<file path="config.mk">
export PLATFORM = sky130hd
export DESIGN_NAME = pmic_core
export DESIGN_NICKNAME = d
export VERILOG_FILES = /design/src/common/pmic_pkg.sv /design/src/pmic_core.sv
export VERILOG_INCLUDE_DIRS = /design/src /design/src/common
export SDC_FILE = /design/constraint.sdc
export NUM_CORES = 1
export LEC_CHECK = 0
export BUFFER_PORTS_ARGS = -buffer_cell sky130_fd_sc_hd__clkbuf_2
export CORE_MARGIN = 5
export CORE_UTILIZATION = 47
export CTS_BUF_LIST = sky130_fd_sc_hd__clkbuf_16
export CTS_CLUSTER_SIZE = 24
export DETAILED_ROUTE_END_ITERATION = 7
export PLACE_DENSITY = 0.78
export SKIP_CTS_REPAIR_TIMING = 1
export SLEW_MARGIN = 20
export SYNTH_ARGS = -nofsm -noshare
export SYNTH_HDL_FRONTEND = slang
export SYNTH_SLANG_ARGS = --single-unit
</file>
<file path="constraint.sdc">
create_clock -name i_clock -period 1.44 [get_ports i_clock]
set_input_delay 0.072 -clock i_clock [delete_from_list [all_inputs] [get_ports i_clock]]
set_output_delay 0.072 -clock i_clock [all_outputs]
set_load 0.05 [all_outputs]
</file>
<file path="src/common/pmic_params.svh">
// How it works
// - Servicing any interrupt clears the master enable; later requests only set flags.
// - Software may set master and source enables again to nest interrupts.
// - No interrupt is acknowledged while the return stack is full.
// - Any pending enabled source raises the wake request from halt.
// - Acknowledge pushes only the program counter and branches to the vector.
// - Falling edge on the external pin sets the external flag.
// - External request calls vector 04H, clearing its flag and master enable.
// - Timer 0 overflow sets its flag; service calls 08H and clears it.
// - Timer 1 overflow sets its flag; service calls 0CH and clears it.
// - Clock tick sets the clock flag; service calls 14H and clears it.
// - Hook any edge, hold fall, handfree rise set dialer flag; vector 18H.
// - Hold falling edge is ignored while on-hook together with hold-line.
// - Dialer source is disabled while in Idle mode.
// - Further acknowledges wait for return or re-enabled master and source.
// - Return-from-interrupt sets master enable; plain return leaves it alone.
// - Requests are sampled and serviced at the next phase-two pulse.
// - Priority: external, timer 0, timer 1, clock, dialer; master masks all.
// - Low register: master bit 0, enables bits 1-3, flags bits 4-6, bit 7 zero.
// - High register: clock enable 1, dialer enable 2, flags 5 and 6; 3, 7 zero.
// - Software reads and writes flags, setting or clearing pending requests.
// - A flag stays set until serviced or cleared by software.
`ifndef PMIC_PARAMS_SVH
`define PMIC_PARAMS_SVH
`define PMIC_ADDR_LOW      8'h0B
`define PMIC_ADDR_HIGH     8'h1E
`define PMIC_BIT_MASTER    0
`define PMIC_BIT_EXT_EN    1
`define PMIC_BIT_T0_EN     2
`define PMIC_BIT_T1_EN     3
`define PMIC_BIT_EXT_FLG   4
`define PMIC_BIT_T0_FLG    5
`define PMIC_BIT_T1_FLG    6
`define PMIC_BIT_RSV0      0
`define PMIC_BIT_CLK_EN    1
`define PMIC_BIT_DIAL_EN   2
`define PMIC_BIT_RSV4      4
`define PMIC_BIT_CLK_FLG   5
`define PMIC_BIT_DIAL_FLG  6
`define PMIC_VEC_EXT       8'h04
`define PMIC_VEC_T0        8'h08
`define PMIC_VEC_T1        8'h0C
`define PMIC_VEC_CLK       8'h14
`define PMIC_VEC_DIAL      8'h18
`define PMIC_RESET_REG     8'h00
`endif

</file>
<file path="src/common/pmic_pkg.sv">
package pmic_pkg;
    typedef enum logic [2:0]
    {
        PMIC_SRC_NONE,
        PMIC_SRC_EXT,
        PMIC_SRC_T0,
        PMIC_SRC_T1,
        PMIC_SRC_CLK,
        PMIC_SRC_DIAL
    } pmic_src_t;
endpackage : pmic_pkg

</file>
<file path="src/pmic_core.sv">
// The strobed register port was decided locally.
`timescale 1ns/10ps
`include "pmic_params.svh"
module pmic_core
(
    input  wire logic       i_clock,
    input  wire logic       i_rst_b,
    input  wire logic [7:0] i_addr,
    input  wire logic [7:0] i_wdata,
    input  wire logic       i_wr,
    input  wire logic       i_rd,
    output logic      [7:0] o_rdata,
    input  wire logic       i_ext_irq_pin,
    input  wire logic       i_tmr0_overflow,
    input  wire logic       i_tmr1_overflow,
    input  wire logic       i_clock_tick,
    input  wire logic       i_hook_switch_input,
    input  wire logic       i_hold_line_input,
    input  wire logic       i_handfree_input,
    input  wire logic       i_on_hook_hold_state,
    input  wire logic       i_idle_mode,
    input  wire logic       i_stack_full,
    input  wire logic       i_phase_two_pulse,
    input  wire logic       i_return_from_interrupt,
    input  wire logic       i_return_from_call,
    output logic            o_irq_ack,
    output logic      [7:0] o_irq_vector,
    output logic            o_push_pc,
    output logic            o_wake
);
    logic       master;
    logic [4:0] en;
    logic [4:0] flg;
    logic [1:0] rsv;
    logic       ext_q;
    logic       hook_q;
    logic       hold_q;
    logic       hf_q;
    logic [7:0] rdata;
    logic       ack;
    logic [7:0] vec;
    logic       wake;
    logic       next_master;
    logic [4:0] next_en;
    logic [4:0] next_flg;
    logic [1:0] next_rsv;
    logic [7:0] next_rdata;
    logic       next_ack;
    logic [7:0] next_vec;
    logic       next_wake;
    logic [4:0] hw_set;
    logic [4:0] pend;
    logic [4:0] grant;
    pmic_pkg::pmic_src_t src;
    logic       wr_low;
    logic       wr_high;

    assign wr_low  = i_wr && (i_addr == `PMIC_ADDR_LOW);
    assign wr_high = i_wr && (i_addr == `PMIC_ADDR_HIGH);

    always_comb
    begin
        hw_set[0] = ext_q && !i_ext_irq_pin;
        hw_set[1] = i_tmr0_overflow;
        hw_set[2] = i_tmr1_overflow;
        hw_set[3] = i_clock_tick;
        hw_set[4] = !i_idle_mode &&
                    ((hook_q != i_hook_switch_input) ||
                     (hold_q && !i_hold_line_input && !i_on_hook_hold_state) ||
                     (!hf_q && i_handfree_input));
        pend   = flg & en;
        if (i_idle_mode)
        begin
            pend[4] = 1'b0;
        end
        // Fixed priority, lowest index first
        grant = 5'h00;
        src   = pmic_pkg::PMIC_SRC_NONE;
        if (pend[0])
        begin
            grant[0] = 1'b1;
            src      = pmic_pkg::PMIC_SRC_EXT;
        end
        else if (pend[1])
        begin
            grant[1] = 1'b1;
            src      = pmic_pkg::PMIC_SRC_T0;
        end
        else if (pend[2])
        begin
            grant[2] = 1'b1;
            src      = pmic_pkg::PMIC_SRC_T1;
        end
        else if (pend[3])
        begin
            grant[3] = 1'b1;
            src      = pmic_pkg::PMIC_SRC_CLK;
        end
        else if (pend[4])
        begin
            grant[4] = 1'b1;
            src      = pmic_pkg::PMIC_SRC_DIAL;
        end
        // Acknowledge only on phase two, master set, stack has room
        if (!(i_phase_two_pulse && master && !i_stack_full))
        begin
            grant = 5'h00;
            src   = pmic_pkg::PMIC_SRC_NONE;
        end
    end

    always_comb
    begin
        next_master = master;
        next_en     = en;
        next_flg    = flg;
        next_rsv    = rsv;
        if (wr_low)
        begin
            next_master = i_wdata[`PMIC_BIT_MASTER];
            next_en[0]  = i_wdata[`PMIC_BIT_EXT_EN];
            next_en[1]  = i_wdata[`PMIC_BIT_T0_EN];
            next_en[2]  = i_wdata[`PMIC_BIT_T1_EN];
            next_flg[0] = i_wdata[`PMIC_BIT_EXT_FLG];
            next_flg[1] = i_wdata[`PMIC_BIT_T0_FLG];
            next_flg[2] = i_wdata[`PMIC_BIT_T1_FLG];
        end
        if (wr_high)
        begin
            next_rsv[0] = i_wdata[`PMIC_BIT_RSV0];
            next_rsv[1] = i_wdata[`PMIC_BIT_RSV4];
            next_en[3]  = i_wdata[`PMIC_BIT_CLK_EN];
            next_en[4]  = i_wdata[`PMIC_BIT_DIAL_EN];
            next_flg[3] = i_wdata[`PMIC_BIT_CLK_FLG];
            next_flg[4] = i_wdata[`PMIC_BIT_DIAL_FLG];
        end
        if (i_return_from_interrupt)
        begin
            next_master = 1'b1;
        end
        // Service clears master and the granted flag
        if (grant != 5'h00)
        begin
            next_master = 1'b0;
            next_flg    = next_flg & ~grant;
        end
        // A hardware event beats a clear in the same cycle
        next_flg = next_flg | hw_set;
    end

    always_comb
    begin
        next_rdata = 8'h00;
        if (i_rd && i_addr == `PMIC_ADDR_LOW)
        begin
            next_rdata[`PMIC_BIT_MASTER]  = master;
            next_rdata[`PMIC_BIT_EXT_EN]  = en[0];
            next_rdata[`PMIC_BIT_T0_EN]   = en[1];
            next_rdata[`PMIC_BIT_T1_EN]   = en[2];
            next_rdata[`PMIC_BIT_EXT_FLG] = flg[0];
            next_rdata[`PMIC_BIT_T0_FLG]  = flg[1];
            next_rdata[`PMIC_BIT_T1_FLG]  = flg[2];
        end
        else if (i_rd && i_addr == `PMIC_ADDR_HIGH)
        begin
            next_rdata[`PMIC_BIT_RSV0]     = rsv[0];
            next_rdata[`PMIC_BIT_CLK_EN]   = en[3];
            next_rdata[`PMIC_BIT_DIAL_EN]  = en[4];
            next_rdata[`PMIC_BIT_RSV4]     = rsv[1];
            next_rdata[`PMIC_BIT_CLK_FLG]  = flg[3];
            next_rdata[`PMIC_BIT_DIAL_FLG] = flg[4];
        end
        next_ack = (grant != 5'h00);
        case (src)
            pmic_pkg::PMIC_SRC_EXT:  next_vec = `PMIC_VEC_EXT;
            pmic_pkg::PMIC_SRC_T0:   next_vec = `PMIC_VEC_T0;
            pmic_pkg::PMIC_SRC_T1:   next_vec = `PMIC_VEC_T1;
            pmic_pkg::PMIC_SRC_CLK:  next_vec = `PMIC_VEC_CLK;
            pmic_pkg::PMIC_SRC_DIAL: next_vec = `PMIC_VEC_DIAL;
            default:                 next_vec = vec;
        endcase
        // Wake ignores master and stack so a halted core always resumes
        next_wake = (pend != 5'h00);
    end

    always_ff @(posedge i_clock or negedge i_rst_b)
    begin
        if (!i_rst_b)
        begin
            master  <= 1'b0;
            en      <= 5'h00;
            flg     <= 5'h00;
            rsv     <= 2'h0;
            ext_q   <= 1'b1;
            hook_q  <= 1'b0;
            hold_q  <= 1'b0;
            hf_q    <= 1'b0;
            rdata   <= `PMIC_RESET_REG;
            ack     <= 1'b0;
            vec     <= 8'h00;
            wake    <= 1'b0;
        end
        else
        begin
            master  <= next_master;
            en      <= next_en;
            flg     <= next_flg;
            rsv     <= next_rsv;
            ext_q   <= i_ext_irq_pin;
            hook_q  <= i_hook_switch_input;
            hold_q  <= i_hold_line_input;
            hf_q    <= i_handfree_input;
            rdata   <= next_rdata;
            ack     <= next_ack;
            vec     <= next_vec;
            wake    <= next_wake;
        end
    end

    assign o_rdata      = rdata;
    assign o_irq_ack    = ack;
    assign o_push_pc    = ack;
    assign o_irq_vector = vec;
    assign o_wake       = wake;
endmodule : pmic_core

</file>
==> impl_metrics.yaml <==
timing:
  slew_headroom_pct: 51.94
  rsz0062_at_grt: "false"
  finalCritPeriodShare_pct: 89.21
  slew_violations: 0
  hold-worst-slack_ns: 0.006361
  timing_hold_violations_final: 0
  setup_ws_ns: 0.1553
  fin_crit_ns: 1.285
  fmax_mhz: 778.4
  finalSetupViolations: 0
  fin_worst_skew_ns: 0.003480
  worst_pin_slew_ns: 0.7208
logic_synthesis:
  yosys_warnings: 0
  synth_top_cell_by_area: "dfrtp_1"
  netlist.area_leader.share_pct: 54.47
  syn_area_um2: 1286
  syn_avg_cell_area_um2: 12.13
  synth-seq-cells: 29
  yosysSeqAreaShare_pct: 56.52
  netlist_instances: 106
  ys_types: 32
  synthTopCellsByArea: "dfrtp_1 54%, mux2_2 6.1%, mux2i_1 4.7%"
layout:
  nFillCells: 210
  final_common_cell: "clkbuf_2"
  regArea_um2: 726.9
  drive_gt1_share_pct: 40.24
  final_cell_mix: "43 x clkbuf_2, 28 x dfrtp_1, 8 x buf_4, 7 x nor2_1, 7 x mux2_2"
  multiInputGateArea_um2: 515.5
  synthToLayoutAreaGrowth_pct: 37.45
  num-nets-final: 201
  antenna_cells: 0
power_and_ir_drop:
  vdd_ir_drop_max_v: 0.001125
  p_per_area_nw_per_um2: 1307
  leakagePower_uw: 0.0008875
worst_setup_path:
  reg2reg_to: "o_irq_vector[2]"
  r2r_cells: 4
  cp.arrival_ns: 1.44
  start_kind: "register"
  crit_type: "register to register"
  crit_required_ns: 1.60
  crit_path_end_kind: "register"
  r2r-start: "flg[1]"
  r2r_slack_ns: 0.16
  critPathMaxFanout: 4
worst_hold_path:
  hold_depth: 2
  hold_path_end: "flg[2]"
  hp-start: "i_tmr1_overflow"
  min_path_type: "input port to register"
die:
  start_util_pct: 47.88
  die_w_um: 62.32
  core_um2: 2686
  dieArea_um2: 3883
  ioPinCount: 52
  row_count: 19
  dieHeight_um: 62.32
detailed_routing:
  via_count: 1041
  wl_met1_mm: 1.195
  wl_met2_mm: 1.385
  top_layer: "met4"
  wl_met3_um: 289
  wl_per_cell_um: 14.63
  first_iter_violations: 58
  viasPerCell: 5.205
  drc: 0
  wl_mm: 2.926
  antenna_left: 0
  first_pass_iters: 4
cts:
  cts_buffers: 5
  path_clk_slew_ns: 0.05
  clock_path_buffers: 2
  insertion_delay_ns: 0.27
  cts-root-buf: "clkbuf_16"
  cts_sinks: 29
  ctsHtreeMaxLevel: 2
  cts_tree: "yes"
global_route:
  grt_pass1_vias: 1039
  globalRouteTotalUtil_pct: 16.62
  grt_max_degree: 30
  antenna_found_initial: 0
  grt_pass1_wl_mm: 5.023
  grt-ovfl-total: 0
placement:
  place_congestion: 0.7266
  hpwl_mm: 2.198
  preCtsSetupSlack_ns: -0.03254
  io_buffers: 43
status:
  status: "complete, no violations"
run:
  drv_cap: 0
## stage by stage
| step | power (uW) | instances | util (%) | TNS [ns] | cell area (um^2) |
|---|---|---|---|---|---|
| detailed placement | 1363 | 186 | 58.31 | -0.1019 | 1567 |
| finish | 2310 | 200 | 65.81 | 0 | 1768 |
| CTS | 2317 | 194 | 63.39 | 0 | 1703 |
| global placement | 1354 | 186 | 58.31 | 0 | 1567 |
| global route | 2432 | 200 | 65.81 | 0 | 1768 |
| floorplan | 1232 | 111 | - | 0 | 1305 |
## final cells by class
type | instances | area share (%)
Sequential cell | 29 | 41.12
Multi-Input combinational cell | 71 | 29.16
Timing Repair Buffer | 57 | 18.97
Clock buffer | 5 | 7.077
Tap cell | 31 | 2.194
Inverter | 4 | 0.8493
Clock inverter | 3 | 0.6369
## report_power, final
| part | internal (uW) | switching, uW | total [uW] | leakage [uW] |
|---|---|---|---|---|
| logic | 131 | 311 | 442 | 0.000458 |
| clock network | 617 | 330 | 948 | 0.0000738 |
| registers | 884 | 36.5 | 920 | 0.000356 |
## state kept, by name (all words and copies together), names as in the netlist
register      flops
flg               5
hook_q            1
hf_q              1
master            1
o_rdata           7
o_irq_ack         1
en                5
o_wake            1
ext_q             1
hold_q            1
rsv               2
o_irq_vector      3
## worst max-delay path: stages (launching register included)
cell     delay [ns]
dfrtp_1        0.41
a22oi_2        0.20
nand4_1        0.13
and2_1         0.22
o22a_1         0.21
## worst max-delay path by stage
stage	depth (start not counted)	endpoint	from
2_1_floorplan	3	en[0]	i_addr[4]
3_3_place_gp	5	en[0]	i_addr[4]
3_5_place_dp	5	en[1]	i_addr[4]
4_1_cts	5	flg[4]	flg[1]
5_1_grt	5	flg[4]	flg[1]
6_report	4	o_irq_vector[2]	flg[1]
## synth_stat cells
| library cell | n |
|---|---|
| a21boi_0 | 1 |
| a21o_1 | 1 |
| a21oi_1 | 4 |
| a221oi_1 | 1 |
| a22o_1 | 6 |
| a22oi_1 | 1 |
| and2_1 | 2 |
| and3b_1 | 1 |
| buf_4 | 7 |
| conb_1 | 1 |
| dfrtp_1 | 28 |
| dfstp_2 | 1 |
| inv_1 | 4 |
| mux2_2 | 7 |
| mux2i_1 | 6 |
| nand2_1 | 6 |
| nand2b_1 | 1 |
| nand3_1 | 1 |
| nand3b_1 | 3 |
| nand4_1 | 2 |
| nand4b_1 | 1 |
| nor2_1 | 7 |
| nor3_1 | 2 |
| nor3b_1 | 1 |
| nor4_2 | 1 |
| nor4_4 | 1 |
| o21ai_0 | 1 |
| o21bai_1 | 3 |
| o22a_1 | 1 |
| o22ai_1 | 2 |
| or3b_4 | 1 |
| xor2_1 | 1 |
## metal layers
metal / track usage [%] / vias to the layer above
met1: 19.88 / 500
li1: - / 494
met2: 24.61 / 40
met3: 9.369 / 7
met5: 0 / -
met4: 6.631 / 0
## kinds of logic (layout without fill, tap and decap cells)
| group | after synthesis | in the layout | share of synthesized area, % |
|---|---|---|---|
| buffers and inverters | 11 | 69 | 5.253 |
| AOI/OAI and AO/OA | 21 | 21 | 11.87 |
| DFF | 29 | 29 | 56.52 |
| muxes | 13 | 13 | 10.80 |
| xor gates and xnor gates | 1 | 1 | 0.6811 |
| other | 1 | 6 | 0.2915 |
| and+or+nand+nor | 30 | 30 | 14.59 |
Power figures use the tool's default switching activity.
